--- src/hdl/fpm_pkg.sv ---
/*
 * Shared constants and carrier types for the flyback protection and
 * modulation-mode control block.
 * Assumes a single 125 MHz core clock and a synchronous, active-high reset
 * that is pulsed by the supply brown-out detector.
 */
package fpm_pkg;

	// ---------------------------------------------------------------
	// Clock and timing
	// ---------------------------------------------------------------
	localparam int CLK_KHZ          = 125000;
	localparam int FSW_MAX_KHZ      = 130;
	localparam int FSW_MIN_KHZ      = 30;
	localparam int RESET_MAX_US     = 75;
	// Shortest period rounds up, longest period rounds down
	localparam int PERIOD_MIN_CYC   = (CLK_KHZ + FSW_MAX_KHZ - 1) / FSW_MAX_KHZ;
	localparam int PERIOD_MAX_CYC   = CLK_KHZ / FSW_MIN_KHZ;
	localparam int RESET_MAX_CYC    = RESET_MAX_US * CLK_KHZ / 1000;
	localparam int MEAS_WIN_CYCLES  = 8;
	localparam int TIME_W           = 16;
	localparam int SYNC_W           = 13;

	// ---------------------------------------------------------------
	// Reset values
	// ---------------------------------------------------------------
	localparam logic SELECT_RST     = 1'b1;

	// ---------------------------------------------------------------
	// Comparator results as they arrive from the analog front end
	// ---------------------------------------------------------------
	typedef struct packed {
		logic       sense_pin_above_1v;
		logic       sense_pin_above_1v2;
		logic       aux_above_max;
		logic       aux_above_nom;
		logic       aux_below_short;
		logic       aux_high;
		logic       aux_valley;
		logic       isense_above_limit;
		logic [4:0] pin_short;
	} fpm_cmp_t;

	typedef struct packed {
		logic over_temp;
		logic sense_pin_ovp;
		logic over_voltage;
		logic short_circuit;
		logic pin_short;
	} fpm_fault_t;

	typedef enum logic [1:0] {
		ST_IDLE  = 2'b00,
		ST_ON    = 2'b01,
		ST_RESET = 2'b10,
		ST_WAIT  = 2'b11
	} fpm_state_t;

endpackage

--- src/hdl/fpm_ctrl.sv ---
/*
 * Protection and modulation-mode control for a primary-side flyback LED
 * controller: gate timing, valley start, off-time extension, mode choice
 * and fault latching.
 * Assumes digitised comparator levels from the analog front end, on/off
 * targets computed elsewhere, and a brown-out reset that follows
 * fault_shutdown_o discharging the supply.
 */
`timescale 1ns/10ps
// How it works
// Over-temperature mode enables pin current source
// Over-voltage mode enables pin pulldown resistance
// Sample sense pin in window's last cycle
// Temperature fault below 1 V, 1.2 V starting
// Sense pin over-voltage fault above 1 V
// Aux above maximum threshold raises over-voltage
// Current above 1.1 V ends pulse at once
// Retry normal pulse next cycle after cutoff
// Aux below 0.22 V raises short fault
// Any pin short leads to protection
// Constant voltage between nominal and maximum
// Light load in CV selects pulse frequency
// Width modulation stays within 30-130 kHz
// Off-time extends until aux falling edge
// Off-time extension capped at 75 us
// Load under 10 percent enters PFM
// PFM on-time from line, off from load
// Load rising returns PFM to width modulation
// Non-peak faults force brown-out and restart
// Constant current below nominal aux level
// New cycle starts at detected valley
// Synchronise inputs; faults hold gate low
// Select alternates on each measurement window
module fpm_ctrl #(
	parameter int PERIOD_MAX = fpm_pkg::PERIOD_MAX_CYC,
	parameter int RESET_MAX  = fpm_pkg::RESET_MAX_CYC,
	parameter int MEAS_WIN   = fpm_pkg::MEAS_WIN_CYCLES
) (
	input  wire logic                        core_clk_i,
	input  wire logic                        srst_i,
	input  wire fpm_pkg::fpm_cmp_t           cmp_i,
	input  wire logic                        soft_start_done_i,
	input  wire logic                        light_load_i,
	input  wire logic [fpm_pkg::TIME_W-1:0]  pwm_on_cyc_i,
	input  wire logic [fpm_pkg::TIME_W-1:0]  pfm_on_cyc_i,
	input  wire logic [fpm_pkg::TIME_W-1:0]  pfm_off_cyc_i,
	output logic                             gate_o,
	output logic                             sense_pin_select_o,
	output logic                             current_source_en_o,
	output logic                             sense_pin_pulldown_o,
	output logic                             peak_current_limit_o,
	output logic                             fault_shutdown_o,
	output fpm_pkg::fpm_fault_t              fault_o,
	output logic                             cv_mode_o,
	output logic                             pfm_mode_o
);

	localparam logic [fpm_pkg::TIME_W-1:0] PMIN =
		fpm_pkg::TIME_W'(fpm_pkg::PERIOD_MIN_CYC);
	localparam logic [fpm_pkg::TIME_W-1:0] PMAX =
		fpm_pkg::TIME_W'(PERIOD_MAX);
	localparam logic [fpm_pkg::TIME_W-1:0] RMAX =
		fpm_pkg::TIME_W'(RESET_MAX);
	localparam logic [7:0] WLAST = 8'(MEAS_WIN - 1);

	// ---------------------------------------------------------------
	// Input synchronisation
	// ---------------------------------------------------------------
	fpm_pkg::fpm_cmp_t cmp_s;
	logic [fpm_pkg::SYNC_W-1:0] cmp_raw;

	assign cmp_raw = cmp_i;

	fpm_sync #(
		.W (fpm_pkg::SYNC_W)
	) u_sync (
		.core_clk_i (core_clk_i),
		.srst_i     (srst_i),
		.async_i    (cmp_raw),
		.sync_o     (cmp_s)
	);

	// ---------------------------------------------------------------
	// State
	// ---------------------------------------------------------------
	fpm_pkg::fpm_state_t         state_reg, state_next;
	logic [fpm_pkg::TIME_W-1:0]  on_cnt_reg, on_cnt_next;
	logic [fpm_pkg::TIME_W-1:0]  per_cnt_reg, per_cnt_next;
	logic [fpm_pkg::TIME_W-1:0]  rst_cnt_reg, rst_cnt_next;
	logic [7:0]                  win_cnt_reg, win_cnt_next;
	logic                        gate_reg, gate_next;
	logic                        sel_reg, sel_next;
	logic                        pull_reg, pull_next;
	logic                        pcl_reg, pcl_next;
	logic                        aux_prev_reg, aux_prev_next;
	logic                        hi_max_reg, hi_max_next;
	logic                        hi_nom_reg, hi_nom_next;
	logic                        lo_short_reg, lo_short_next;
	logic                        cv_reg, cv_next;
	logic                        pfm_reg, pfm_next;
	fpm_pkg::fpm_fault_t         fault_reg, fault_next;
	logic                        shut_reg, shut_next;

	logic                        any_fault;
	logic                        aux_fall;
	logic [fpm_pkg::TIME_W-1:0]  on_target;
	logic                        off_done;

	// ---------------------------------------------------------------
	// Regulation mode
	// ---------------------------------------------------------------
	always_comb begin
		cv_next  = cv_reg;
		pfm_next = pfm_reg;
		// Levels taken at the knee, where the diode drop is small
		if (aux_fall) begin
			cv_next = hi_nom_reg && !hi_max_reg;
		end
		if (!cv_reg || !soft_start_done_i) begin
			pfm_next = 1'b0;
		end else begin
			pfm_next = light_load_i;
		end
	end

	always_ff @(posedge core_clk_i) begin
		if (srst_i) begin
			cv_reg  <= 1'b0;
			pfm_reg <= 1'b0;
		end else begin
			cv_reg  <= cv_next;
			pfm_reg <= pfm_next;
		end
	end

	// ---------------------------------------------------------------
	// Switching cycle
	// ---------------------------------------------------------------
	assign aux_fall  = aux_prev_reg && !cmp_s.aux_high;
	assign on_target = pfm_reg ? pfm_on_cyc_i : pwm_on_cyc_i;
	assign any_fault = |fault_reg;
	// PFM stretches the period from load; PWM only keeps the lower bound
	assign off_done  = pfm_reg ? (per_cnt_reg >= on_cnt_reg + pfm_off_cyc_i)
	                           : (per_cnt_reg >= PMIN);

	always_comb begin
		state_next    = state_reg;
		on_cnt_next   = on_cnt_reg;
		per_cnt_next  = per_cnt_reg;
		rst_cnt_next  = rst_cnt_reg;
		gate_next     = 1'b0;
		pcl_next      = 1'b0;
		aux_prev_next = cmp_s.aux_high;
		hi_max_next   = hi_max_reg;
		hi_nom_next   = hi_nom_reg;
		lo_short_next = lo_short_reg;
		if (per_cnt_reg != '1) begin
			per_cnt_next = per_cnt_reg + 1'b1;
		end
		case (state_reg)
			fpm_pkg::ST_IDLE: begin
				if (soft_start_done_i && !any_fault) begin
					state_next   = fpm_pkg::ST_ON;
					gate_next    = 1'b1;
					on_cnt_next  = '0;
					per_cnt_next = '0;
				end
			end
			fpm_pkg::ST_ON: begin
				on_cnt_next = on_cnt_reg + 1'b1;
				if (any_fault) begin
					state_next = fpm_pkg::ST_IDLE;
				end else if (cmp_s.isense_above_limit) begin
					state_next   = fpm_pkg::ST_RESET;
					pcl_next     = 1'b1;
					rst_cnt_next = '0;
				end else if (on_cnt_reg + 1'b1 >= on_target) begin
					state_next   = fpm_pkg::ST_RESET;
					rst_cnt_next = '0;
				end else begin
					gate_next = 1'b1;
				end
			end
			fpm_pkg::ST_RESET: begin
				rst_cnt_next = rst_cnt_reg + 1'b1;
				// Track the plateau so the knee level is held on the edge
				if (cmp_s.aux_high) begin
					hi_max_next   = cmp_s.aux_above_max;
					hi_nom_next   = cmp_s.aux_above_nom;
					lo_short_next = cmp_s.aux_below_short;
				end
				if (any_fault) begin
					state_next = fpm_pkg::ST_IDLE;
				end else if (aux_fall) begin
					state_next = fpm_pkg::ST_WAIT;
				end else if (rst_cnt_reg >= RMAX - 1'b1) begin
					state_next = fpm_pkg::ST_WAIT;
				end
			end
			fpm_pkg::ST_WAIT: begin
				if (any_fault) begin
					state_next = fpm_pkg::ST_IDLE;
				end else if ((cmp_s.aux_valley && off_done) ||
				             (!pfm_reg && per_cnt_reg >= PMAX - 1'b1)) begin
					// Regular pulse after a cutoff, cut again if needed
					state_next   = fpm_pkg::ST_ON;
					gate_next    = 1'b1;
					on_cnt_next  = '0;
					per_cnt_next = '0;
				end
			end
			default: begin
				state_next = fpm_pkg::ST_IDLE;
			end
		endcase
	end

	always_ff @(posedge core_clk_i) begin
		if (srst_i) begin
			state_reg    <= fpm_pkg::ST_IDLE;
			on_cnt_reg   <= '0;
			per_cnt_reg  <= '0;
			rst_cnt_reg  <= '0;
			gate_reg     <= 1'b0;
			pcl_reg      <= 1'b0;
			aux_prev_reg <= 1'b0;
			hi_max_reg   <= 1'b0;
			hi_nom_reg   <= 1'b0;
			lo_short_reg <= 1'b0;
		end else begin
			state_reg    <= state_next;
			on_cnt_reg   <= on_cnt_next;
			per_cnt_reg  <= per_cnt_next;
			rst_cnt_reg  <= rst_cnt_next;
			gate_reg     <= gate_next;
			pcl_reg      <= pcl_next;
			aux_prev_reg <= aux_prev_next;
			hi_max_reg   <= hi_max_next;
			hi_nom_reg   <= hi_nom_next;
			lo_short_reg <= lo_short_next;
		end
	end

	// ---------------------------------------------------------------
	// Shutdown-sense measurement window
	// ---------------------------------------------------------------
	logic last_turnoff;

	// Sample as the last gate pulse of the window ends: settled by then
	assign last_turnoff = (state_reg == fpm_pkg::ST_ON) &&
	                      (state_next != fpm_pkg::ST_ON) &&
	                      (win_cnt_reg == WLAST);

	always_comb begin
		win_cnt_next = win_cnt_reg;
		sel_next     = sel_reg;
		if (state_reg != fpm_pkg::ST_ON && state_next == fpm_pkg::ST_ON) begin
			if (win_cnt_reg == WLAST) begin
				win_cnt_next = '0;
				sel_next     = !sel_reg;
			end else begin
				win_cnt_next = win_cnt_reg + 1'b1;
			end
		end
		// Registered so the pin control leaves a flip-flop directly
		pull_next = !sel_next;
	end

	always_ff @(posedge core_clk_i) begin
		if (srst_i) begin
			win_cnt_reg <= '0;
			sel_reg     <= fpm_pkg::SELECT_RST;
			pull_reg    <= !fpm_pkg::SELECT_RST;
		end else begin
			win_cnt_reg <= win_cnt_next;
			sel_reg     <= sel_next;
			pull_reg    <= pull_next;
		end
	end

	// ---------------------------------------------------------------
	// Fault latching
	// ---------------------------------------------------------------
	// Faults stay latched until the brown-out reset clears them
	always_comb begin
		fault_next = fault_reg;
		if (last_turnoff && sel_reg) begin
			if (soft_start_done_i ? !cmp_s.sense_pin_above_1v
			                      : !cmp_s.sense_pin_above_1v2) begin
				fault_next.over_temp = 1'b1;
			end
		end
		if (last_turnoff && !sel_reg && cmp_s.sense_pin_above_1v) begin
			fault_next.sense_pin_ovp = 1'b1;
		end
		if (aux_fall && hi_max_reg) begin
			fault_next.over_voltage = 1'b1;
		end
		if (aux_fall && lo_short_reg && !cv_reg) begin
			fault_next.short_circuit = 1'b1;
		end
		if (|cmp_s.pin_short) begin
			fault_next.pin_short = 1'b1;
		end
		shut_next = |fault_next;
	end

	always_ff @(posedge core_clk_i) begin
		if (srst_i) begin
			fault_reg <= '0;
			shut_reg  <= 1'b0;
		end else begin
			fault_reg <= fault_next;
			shut_reg  <= shut_next;
		end
	end

	// ---------------------------------------------------------------
	// Outputs
	// ---------------------------------------------------------------
	assign gate_o               = gate_reg;
	assign sense_pin_select_o   = sel_reg;
	assign current_source_en_o  = sel_reg;
	assign sense_pin_pulldown_o = pull_reg;
	assign peak_current_limit_o = pcl_reg;
	assign fault_shutdown_o     = shut_reg;
	assign fault_o              = fault_reg;
	assign cv_mode_o            = cv_reg;
	assign pfm_mode_o           = pfm_reg;

endmodule

--- src/hdl/fpm_sync.sv ---
/*
 * Two-flop synchroniser bank for asynchronous comparator levels.
 * Assumes every bit is an independent level; no bus coherence is given.
 */
`timescale 1ns/10ps
module fpm_sync #(
	parameter int W = 1
) (
	input  wire logic         core_clk_i,
	input  wire logic         srst_i,
	input  wire logic [W-1:0] async_i,
	output logic      [W-1:0] sync_o
);

	logic [W-1:0] meta_reg;
	logic [W-1:0] meta_next;
	logic [W-1:0] sync_reg;
	logic [W-1:0] sync_next;

	always_comb begin
		meta_next = async_i;
		sync_next = meta_reg;
	end

	// First stage feeds only the second stage
	always_ff @(posedge core_clk_i) begin
		if (srst_i) begin
			meta_reg <= '0;
			sync_reg <= '0;
		end else begin
			meta_reg <= meta_next;
			sync_reg <= sync_next;
		end
	end

	assign sync_o = sync_reg;

endmodule

--- config.mk ---
export PLATFORM = sky130hd
export DESIGN_NAME = fpm_ctrl
export DESIGN_NICKNAME = d
export VERILOG_FILES = /design/src/hdl/fpm_pkg.sv /design/src/hdl/fpm_ctrl.sv /design/src/hdl/fpm_sync.sv
export SDC_FILE = /design/constraint.sdc
export NUM_CORES = 1
export LEC_CHECK = 0
export BUFFER_PORTS_ARGS = -buffer_cell sky130_fd_sc_hd__buf_2
export CAP_MARGIN = 20
export CORE_MARGIN = 2
export CORE_UTILIZATION = 30
export CTS_BUF_LIST = sky130_fd_sc_hd__clkbuf_8
export DETAILED_ROUTE_END_ITERATION = 12
export MAX_ROUTING_LAYER = met4
export PLACE_DENSITY_LB_ADDON = 0.3
export SYNTH_ARGS = -nofsm -noshare
export SYNTH_HDL_FRONTEND = slang
export SYNTH_SLANG_ARGS = --single-unit
--- constraint.sdc ---
create_clock -name core_clk_i -period 9.08 [get_ports core_clk_i]
set_input_delay 0.908 -clock core_clk_i [delete_from_list [all_inputs] [get_ports core_clk_i]]
set_output_delay 0.908 -clock core_clk_i [all_outputs]
set_load 0.005 [all_outputs]
== After elaboration in Yosys (flattened, before gate mapping) ==
Cells that the tools add are included.

* $add $sub $neg: 5
* Multipliers: 0
* Div/mod/pow operators: 0
* $lt $le $gt $ge: 5
* Equal/unequal tests: 13
* Shift operators: 0
* Mux-type cells: 43
* Bitwise logic cells: 1
* Reduce and logical (&&, ||, !) cells: 37

{| class="wikitable"
|+ Operators by type and width
! kind !! count
|-
| 16-bit two-way mux || 11
|-
| 16-bit case mux with 2 select lines || 2
|-
| 16-bit by 1-bit adder with 16-bit output, second input constant || 3
|-
| 16-bit case mux with 3 select lines || 1
|-
| 16-bit >= comparator || 2
|-
| 2-bit two-way mux || 9
|-
| 1-bit two-way mux || 17
|-
| 16-bit adder || 1
|-
| 16-bit by 10-bit >= comparator with 1-bit output, second input constant || 1
|-
| 16-bit by 13-bit >= comparator with 1-bit output, second input constant || 1
|-
| 16-bit by 14-bit >= comparator with 1-bit output, second input constant || 1
|-
| 16-bit inequality test, second input constant || 1
|-
| 5-bit OR reduction || 3
|-
| 1-bit logical AND || 14
|-
| 1-bit zero test || 10
|-
| 8-bit by 1-bit adder with 8-bit output, second input constant || 1
|-
| 8-bit by 3-bit equality test with 1-bit output, second input constant || 1
|-
| 8-bit two-way mux || 1
|-
| 2-bit inequality test, second input constant || 4
|-
| 2-bit case mux with 4 select lines || 1
|-
| 7-bit OR reduction || 1
|-
| 2-bit by 1-bit equality test with 1-bit output, second input constant || 2
|-
| 2-bit equality test, second input constant || 2
|-
| 2-bit by 1-bit inequality test with 1-bit output, second input constant || 2
|-
| other kinds (11) || 12
|}

* Register bits: 100
* Bits in latches: 0
* RAM bits: 0
* ROM bits: 0
* Bits of input ports: 65
* Output and inout port bits: 13
* Logic and storage cells: 127
* Memories: 0

== Logic depth before layout (Yosys ltp) ==
Gate-level depths: netlist of the first run.

* Depth in word-level cells: 15
* Depth in mapped cells: 23

== Hierarchy ==
Synthesis of the first run repeated with hierarchy kept, for this count alone.

* Cell total of the unflattened synthesis: 703
* Area, all modules: 6118.4 um^2

{| class="wikitable"
|+ Modules (own cells, without submodules)
! module !! instances !! cells an instance !! area each (um^2) !! sequential area each (um^2)
|-
| fpm_ctrl || 1 || 649 || 5417.7 || 1481.4
|-
| fpm_sync || 1 || 54 || 700.7 || 520.5
|}

== Least setup slack after synthesis of the first run ==
OpenSTA, ideal clock, no wires.

* Kind: input to register
* Start point: input pfm_off_cyc_i[1] in the netlist's numbering
* End point: register win_cnt_reg[6]
* Library setup time: 59 ps
* Arrival: 5124 ps
* Required time: 9021 ps
* Slack: 3897 ps
* Stages on the path: 22
* Path buffers: 1
* Cells stage by stage: ha_1 a21o_1 a21o_1 a2111oi_0 o31ai_1 o2111a_1 o21a_1 o21ai_0 nand2b_1 a21oi_1 xnor2_1 ha_1 nand4_1 a21oi_1 a21bo_2 a31oi_1 nand4b_1 a32o_1 nand3_2 buf_6 or4_1 nand2_1

* Cells in the longest elaborated chain, start to end: 10

{| class="wikitable"
|+ Ends and longest elaborated chain
! item !! line !! source
|-
| start, declared || fpm_ctrl.sv:46 || <nowiki>input wire logic [fpm_pkg::TIME_W-1:0] pfm_off_cyc_i,</nowiki>
|-
| 16-bit adder || fpm_ctrl.sv:143 || <nowiki>assign off_done = pfm_reg ? (per_cnt_reg >= on_cnt_reg + pfm_off_cyc_i)</nowiki>
|-
| 16-bit >= comparator || fpm_ctrl.sv:143 ||
|-
| 1-bit two-way mux || fpm_ctrl.sv:143 ||
|-
| 1-bit logical AND || fpm_ctrl.sv:203 || <nowiki>end else if ((cmp_s.aux_valley && off_done) ||</nowiki>
|-
| 1-bit logical OR || fpm_ctrl.sv:203 ||
|-
| 2-bit two-way mux || fpm_ctrl.sv:203 ||
|-
| 2-bit two-way mux || fpm_ctrl.sv:201 || <nowiki>if (any_fault) begin</nowiki>
|-
| 2-bit case mux with 4 select lines || fpm_ctrl.sv:160 || <nowiki>case (state_reg)</nowiki>
|-
| 2-bit by 1-bit equality test with 1-bit output || fpm_ctrl.sv:257 || <nowiki>if (state_reg != fpm_pkg::ST_ON && state_next == fpm_pkg::ST_ON) begin</nowiki>
|-
| 1-bit logical AND || fpm_ctrl.sv:257 ||
|-
| end signal, assigned || fpm_ctrl.sv:275 || <nowiki>win_cnt_reg <= win_cnt_next;</nowiki>
|-
| end, declared || fpm_ctrl.sv:90 || <nowiki>logic [7:0] win_cnt_reg, win_cnt_next;</nowiki>
|}

Every way passes these cells.
A chain may end at the register's enable or synchronous reset.

== Worst setup path in the final report of the first run ==
* Start point: input pfm_off_cyc_i[1] in the netlist's numbering
* End point: register on_cnt_reg[11] in the netlist's numbering

* Cells in the longest elaborated chain, start to end: 7

{| class="wikitable"
|+ Ends and longest elaborated chain
! item !! line !! source
|-
| 16-bit adder || fpm_ctrl.sv:143 ||
|-
| 16-bit >= comparator || fpm_ctrl.sv:143 ||
|-
| 1-bit two-way mux || fpm_ctrl.sv:143 ||
|-
| 1-bit logical AND || fpm_ctrl.sv:203 ||
|-
| 1-bit logical OR || fpm_ctrl.sv:203 ||
|-
| 2-bit inequality test (no source line) || -- ||
|-
| 4-bit AND reduction (no source line) || -- ||
|-
| end signal, assigned || fpm_ctrl.sv:232 || <nowiki>on_cnt_reg <= on_cnt_next;</nowiki>
|-
| end, declared || fpm_ctrl.sv:87 || <nowiki>logic [fpm_pkg::TIME_W-1:0] on_cnt_reg, on_cnt_next;</nowiki>
|}

Every way passes these cells.

==> summary.txt, run 1 <==
Logic synthesis
  • Top cells by area, synth: dfxtp_1 (34%), ha_1 (13%), nor2_1 (5.2%)
  • Syn Inst Count: just under 700
  • EDFF count, synth: 0
  • Synth top area share: 34.4%
  • Mean Syn Cell Area: 8.63 um2
  • Register area share after synthesis: 34.4%
  • Synth area leader: dfxtp_1
  • Synth warnings: 0
  • Cell area after synthesis: 5820 um2
  • Netlist cell types: 56
  • Prevailing post-synth register cell: dfxtp_1
  • Syn Nets: 799
  • Post-synth ARST share: 0%
  • Seq cells post-synth: 100

Run
  • Max Cap Viol: 0

Power and ir drop
  • Max VDD drop: 139 uV
  • Psw: approximately 0.25 mW
  • Pwr dens: 132 nW/um2
  • Clk pwr share: 34.0%
  • Switching Share: 28.2%
  • Leakage: 2.81 nW
  • Sequential share of power: 52.2%
  • P_int: ~0.63 mW
  • Share of total power in combinational logic: 13.8%

Global routing
  • Number of global-route vias before repair: 4364
  • GRT overflow: 0
  • Initial antenna violation count: 0
  • Global-route wire length before repair: 21700 um
  • GRT Resource Usage Total: 13.7%
  • Largest net degree at the start of global routing: 68

Floorplanning
  • Total I/O pin count: 78
  • Chip width: 143 um
  • Initial core utilization: slightly above 30%
  • Die ar.: 20500 um2
  • Die height: 143 um
  • Std-Cell Core Area: around 19000 um2
  • Rows: 50

Hold path
  • Hold path depth: 1
  • Worst hold path type: reg -> reg

Critical path
  • Worst path required time: 9390 ps
  • Reg2reg path depth: 21
  • Crit path top cell by count: a21oi_1
  • Crit Path Class: in -> reg
  • Slowest-stage cell, CP: a2111oi_0
  • CP arrival: 6100 ps
  • Crit path depth: 22
  • CP startpoint kind: input pin
  • Cells along the critical path: buf_2, ha_1, a21o_1, a21o_1, a2111oi_0, o31ai_1, o2111a_1, o21a_1, o21ai_0, nand2b_1, a21oi_1, xnor2_1, ha_1, nand4_1, a21oi_1, a21bo_2, a31oi_1, o21ai_0, a211o_1, nor2_1, nand3b_1, a21oi_1
  • Critical path endpoint category: flop
  • WP buf/inv: 1
  • Kind of cell adding the most delay to the critical path: compound AO/OA/AOI/OAI gates
  • CP peak stage delay: 650 ps
  • Max FO, Critical Path: 21

Place
  • Final HPWL DP: 9990 um
  • Place WS: 2940 ps
  • Routability cong.: 0.829
  • # port buffers: 77

Clock tree
  • Clock buffer depth: 2
  • CTS root buf: clkbuf_8
  • Post-CTS setup repair buffer count: 0
  • Clk_lat worst skew: 390 ps
  • Post-cts sizing count: 0
  • Clock sinks: 100
  • CTS tree: done
  • CTS H-tree lvls: 3
  • Cts-stage hold buffer count: 0
  • CTS Buf Count: 9
  • Worst-path clk slew: 100 ps

Timing
  • Worst-margin pin slew: 717 ps
  • Fin Clk Skew: between 10 and 15 ps
  • Hold Vio Cnt, Final: 0
  • Final setup margin: 3290 ps
  • RSZ-0062 raised after global routing: no
  • # setup viols final: 0
  • Fmax: 173 MHz
  • Slew headroom: between 50% and 60%
  • Min Clock Period, post-route: 5790 ps
  • TNS Setup: 0 ps
  • Final Cycle Share: 63.8%
  • Final Slew Violations: 0

Layout
  • Synth-to-layout area growth: 14.5%
  • Area of the multi-input gates: 3640 um2
  • Fin nets: 868
  • # diodes: 0
  • Fillers: roughly 2.0k
  • Sequential cell area: 2000 um2
  • Share of layout cells above drive strength 1: 14.3%

Route
  • Initial drt markers: 256
  • Via count: 4818
  • Vias per cell: 4.78
  • DRT Pass-1 Iters: 7
  • Drt total wl: ~13000 um
  • Post-DR wirelength/cell: 13.2 um
  • Detailed-route DRC error count: 0
  • Antenna Nets Post-Route: 0

Status
  • Status: complete, no violations
-- power groups by stage --
stage	Sequential (mW)	Combinational, mW	Clock (mW)
global placement	0.471	0.121	0
global route	0.463	0.139	0.333
finish	0.460	0.121	0.300
floorplan	0.468	0.0863	0
CTS	0.461	0.123	0.314
detailed placement	0.471	0.123	0
-- layout make-up --
| class | instances | share of cell area [%] |
|---|---|---|
| Inverter | 20 | 1.13 |
| Timing Repair Buffer | 80 | 6.12 |
| Clock buffer | 9 | 1.86 |
| Tap cell | 260 | 4.88 |
| Sequential cell | 100 | 30.1 |
| Clock inverter | 7 | 1.24 |
| Multi-Input combinational cell | 532 | 54.7 |
-- cell families (layout without fill, tap and decap cells) --
family                   after synthesis  after routing  share of synthesized area (%)
AND/OR/NAND/NOR                      269            269                           23.7
AO/OA/AOI/OAI                        127            127                           14.0
flip-flops                           100            100                           34.4
adder cells (fa/ha/maj)               60             60                           13.0
XOR/XNOR                              54             54                           8.13
buffers and inverters                 42            116                           2.93
multiplexers                          22             22                           3.83
-- layout by cell type, fill, tap and decap left out, drive strengths merged, types with 7 or more instances in the layout --
| cell type | netlist | final |
|---|---|---|
| o21ai | 25 | 25 |
| ha | 59 | 59 |
| a21oi | 45 | 45 |
| xor2 | 30 | 30 |
| nand3 | 36 | 36 |
| and3 | 8 | 8 |
| or3 | 7 | 7 |
| nor2b | 31 | 31 |
| nor2 | 82 | 82 |
| xnor2 | 24 | 24 |
| mux2i | 20 | 20 |
| a31oi | 8 | 8 |
| nand2 | 39 | 39 |
| buf | 4 | 80 |
| clkbuf | 18 | 9 |
| nor4 | 7 | 7 |
| nand4 | 16 | 16 |
| nor3 | 9 | 9 |
| dfxtp | 100 | 100 |
| a21o | 12 | 12 |
| inv | 20 | 23 |
-- Yosys cell counts, types with 8 or more instances --
cell,number
dfxtp_1,100
nor2_1,81
ha_1,59
a21oi_1,45
nand2_1,39
nand3_1,35
nor2b_1,31
xor2_1,30
o21ai_0,24
xnor2_1,24
inv_1,20
mux2i_1,20
clkbuf_1,18
nand4_1,16
a21o_1,12
nor3_1,9
a31oi_1,8
and3_1,8
-- per-stage QoR --
stage	power (mW)	instance area [um2]	utilization, %	std cells	hold WS [ps]
after floorplan	0.554	5820	-	674	414
after global placement	0.592	6450	34.2	992	420
after detailed placement	0.593	6450	34.2	992	420
after CTS	0.898	6660	35.3	1008	445
after global routing	0.934	6660	35.3	1008	461
final	0.881	6660	35.3	1008	442
-- path summary, 6_finish.rpt --
kind | startpoint | end | slack, ps
worst max register to register | on_cnt_reg[1] | on_cnt_reg[11] | 3460
worst max-delay path | pfm_off_cyc_i[1] | on_cnt_reg[11] | 3290
worst min register to register | u_sync.meta_reg[1] | u_sync.sync_o[1] | 440
worst min-delay path | u_sync.meta_reg[1] | u_sync.sync_o[1] | 440
-- worst register-to-register path, cell delays in order, from the launching register on --
cell	delay (ps)
dfxtp_1	480
ha_1	290
a21o_1	160
a21o_1	200
a2111oi_0	650
o31ai_1	260
o2111a_1	280
o21a_1	170
o21ai_0	210
nand2b_1	90
a21oi_1	170
xnor2_1	80
ha_1	310
nand4_1	120
a21oi_1	120
a21bo_2	220
a31oi_1	230
o21ai_0	180
a211o_1	560
nor2_1	490
nand3b_1	130
a21oi_1	170
-- per-layer routing --
metal  GRT usage (%)  part of all wire [%]  up-vias
met3            3.29                   4.4       13
met4            4.13                   1.2        0
met2            21.4                    45       96
met1            17.6                    49     2168
met5               -                     0        -
li1                -                     -     2541
Note: power is estimated with default switching activity, not from simulation.
==> run 2, diff against run 1 <==
==> constraint.sdc (replaced) <==
create_clock -name core_clk_i -period 5.65 [get_ports core_clk_i]
set_input_delay 0.565 -clock core_clk_i [delete_from_list [all_inputs] [get_ports core_clk_i]]
set_output_delay 0.565 -clock core_clk_i [all_outputs]
set_load 0.005 [all_outputs]
==> summary.txt, run 2 (synthesized netlist as in run 1, its figures left out) <==
Critical path
  • Slowest-stage cell, CP: a2111oi_0
  • R2r setup slk: 530 ps (-2930 ps)
  • Cells along the critical path: ha_1, a21o_1, a21o_1, a2111oi_0, buf_4, o31ai_1, o2111a_1, o21a_1, o21ai_0, nand2b_1, a21oi_1, xnor2_1, ha_1, nand4_1, a21oi_1, a21bo_2, a31oi_1, o211ai_1, a22oi_4, nand3_2, and2b_1, mux2_2
  • FF-to-FF Start: on_cnt_reg[1]
  • CP startpoint kind: flop
  • Critical path endpoint category: flop
  • Reg2reg path depth: 22 (+4.8%)
  • Worst R2R End: sense_pin_pulldown_o
  • Worst path required time: 5940 ps (-3450 ps)
  • CP arrival: 5410 ps (-690 ps)
  • Max FO, Critical Path: 10 (-52%)
  • Crit Path Class: reg -> reg
  • CP peak stage delay: 450 ps (-200 ps)

Clock tree
  • Worst-path clk slew: 110 ps (about the same)
  • Post-CTS setup repair buffer count: 0 (unchanged)
  • CTS H-tree lvls: 3 (unchanged)
  • Clk_lat worst skew: 390 ps (about the same)
  • Clock sinks: 100 (unchanged)
  • CTS Buf Count: 9 (unchanged)
  • Clock buffer depth: 2 (unchanged)
  • CTS root buf: clkbuf_8
  • Cts-stage hold buffer count: 0 (unchanged)
  • CTS tree: done

Global routing
  • Initial antenna violation count: 0 (unchanged)
  • Global-route wire length before repair: 22100 um (+1.8%)
  • Largest net degree at the start of global routing: 40 (-41%)
  • GRT Resource Usage Total: 13.9% (+0.20 points)
  • GRT overflow: 0 (unchanged)
  • Number of global-route vias before repair: 4563 (+4.6%)

Timing
  • # setup viols final: 0 (unchanged)
  • Final Slew Violations: 0 (unchanged)
  • RSZ-0062 raised after global routing: no
  • Fin Hold WS: 375 ps (-66.6 ps)
  • Min Clock Period, post-route: 5120 ps
  • Fin Clk Skew: 12.9 ps (+2.44 ps)
  • Slew headroom: 49.0% (-2.8 points)
  • Worst-margin pin slew: 763 ps (+46.7 ps)
  • Final Cycle Share: between 90% and 100%
  • TNS Setup: 0 ps (unchanged)
  • Hold Vio Cnt, Final: 0 (unchanged)
  • Fmax: 195 MHz

Route
  • Via count: 4892 (+1.5%)
  • Drt total wl: 13300 um (about the same)
  • Post-DR wirelength/cell: 13.1 um (-0.95%)
  • Vias per cell: 4.81 (+0.54%)
  • Initial drt markers: 295 (+15%)
  • Antenna Nets Post-Route: 0 (unchanged)
  • DRT Pass-1 Iters: 4 (-3)
  • Detailed-route DRC error count: 0 (unchanged)

Layout
  • Most frequent cells in the layout: dfxtp_1 (100), nor2_1 (81), buf_2 (77)
  • Synth-to-layout area growth: 16.1%
  • Commonest non-fill, non-tap cell in the layout: dfxtp_1
  • Non-filler instance count after layout: 1018 (+0.99%)
  • Design area: 6750 um2 (+1.4%)
  • Fin util: 35.7% (+0.48 points)
  • # diodes: 0 (unchanged)
  • Fin nets: 878 (+1.2%)
  • Share of layout cells above drive strength 1: 15.6% (+1.3 points)

Floorplanning
  • Std-Cell Core Area: 18900 um2 (unchanged)
  • Die height: 143 um (unchanged)
  • Total I/O pin count: 78 (unchanged)
  • Chip width: 143 um (unchanged)
  • Rows: 50 (unchanged)
  • Die ar.: 20500 um2 (unchanged)
  • Initial core utilization: 30.8% (unchanged)

Hold path
  • Hold Path End: u_sync.meta_reg[4]
  • Hold path depth: 2 (+1)
  • HP Start: cmp_i[4]
  • Worst hold path type: in -> reg

Place
  • # port buffers: 77 (unchanged)
  • Post-Place Cells: 1002 (+1.0%)
  • Placed Area: 6530 um2 (+1.2%)
  • Final HPWL DP: 10200 um (+1.9%)
  • Routability cong.: 0.858 (+3.5%)

Power and ir drop
  • Pwr dens: 214 nW/um2 (+61%)
  • Leakage: 2.88 nW (+2.2%)
  • Max VDD drop: 214 uV (+54%)

Status
  • Status: complete, no violations

Run
  • Max Cap Viol: 0 (unchanged)
run 2: routing by layer:
layer	global-route usage [%]	wire, um	up-vias	share of wire (%)
met2	21.8	5860	97	44
met1	18.0	6710	2217	50
met3	3.35	602	9	4.5
met5	-	0	-	0
li1	-	-	2569	-
met4	3.61	176	0	1.3
run 2: area by class of cell:
type | instances | area [um2]
sequential | 100 | 2000
clock inverter | 6 | 76.3
timing repair buffer | 90 | 483
tap | 260 | 325
clock buffer | 10 | 138
multi-input combinational | 532 | 3650
fill | 2031 | 12100
inverter | 20 | 75.1
run 2: how the worst max path moves through the flow:
stage | depth (start not counted) | endpoint | start | slack [ps]
2_1_floorplan | 22 | win_cnt_reg[6] | pfm_off_cyc_i[1] | 810
3_3_place_gp | 23 | sense_pin_pulldown_o | pfm_off_cyc_i[0] | 170
3_5_place_dp | 23 | sense_pin_pulldown_o | pfm_off_cyc_i[0] | 110
4_1_cts | 22 | sense_pin_pulldown_o | on_cnt_reg[0] | 430
5_1_grt | 22 | sense_pin_pulldown_o | on_cnt_reg[0] | 130
6_report | 22 | sense_pin_pulldown_o | on_cnt_reg[1] | 530
run 2: per-stage QoR:
stage                     total power, mW  setup slack, ps
after global placement              0.962              172
after floorplan                     0.891              810
after global routing                 1.53              129
after detailed placement            0.963              114
final                                1.44              531
after CTS                            1.47              433
run 2: report_power, final:
group / total (mW) / leakage [nW] / internal, mW / switching [mW]
combinational: 0.207 / 1.95 / 0.0882 / 0.119
clock: 0.496 / 0.110 / 0.225 / 0.271
sequential: 0.739 / 0.813 / 0.724 / 0.0145
total: 1.44 / 2.88 / 1.04 / 0.404
run 2: what timing repair did:
item	in CTS	in global routing
setup endpoints to repair	0	4
resized for setup	0	1
endpoints found under the hold margin	0	0
run 2: worst max-delay path: cells and delay by family (launching register included):
| kind | cells | cell delay [ps] |
|---|---|---|
| compound gates | 13 | 2770 |
| xor+xnor | 1 | 90 |
| fa+ha+maj | 2 | 580 |
| buf+inv | 1 | 190 |
| flops | 1 | 330 |
| mux | 1 | 330 |
| simple gates | 4 | 740 |
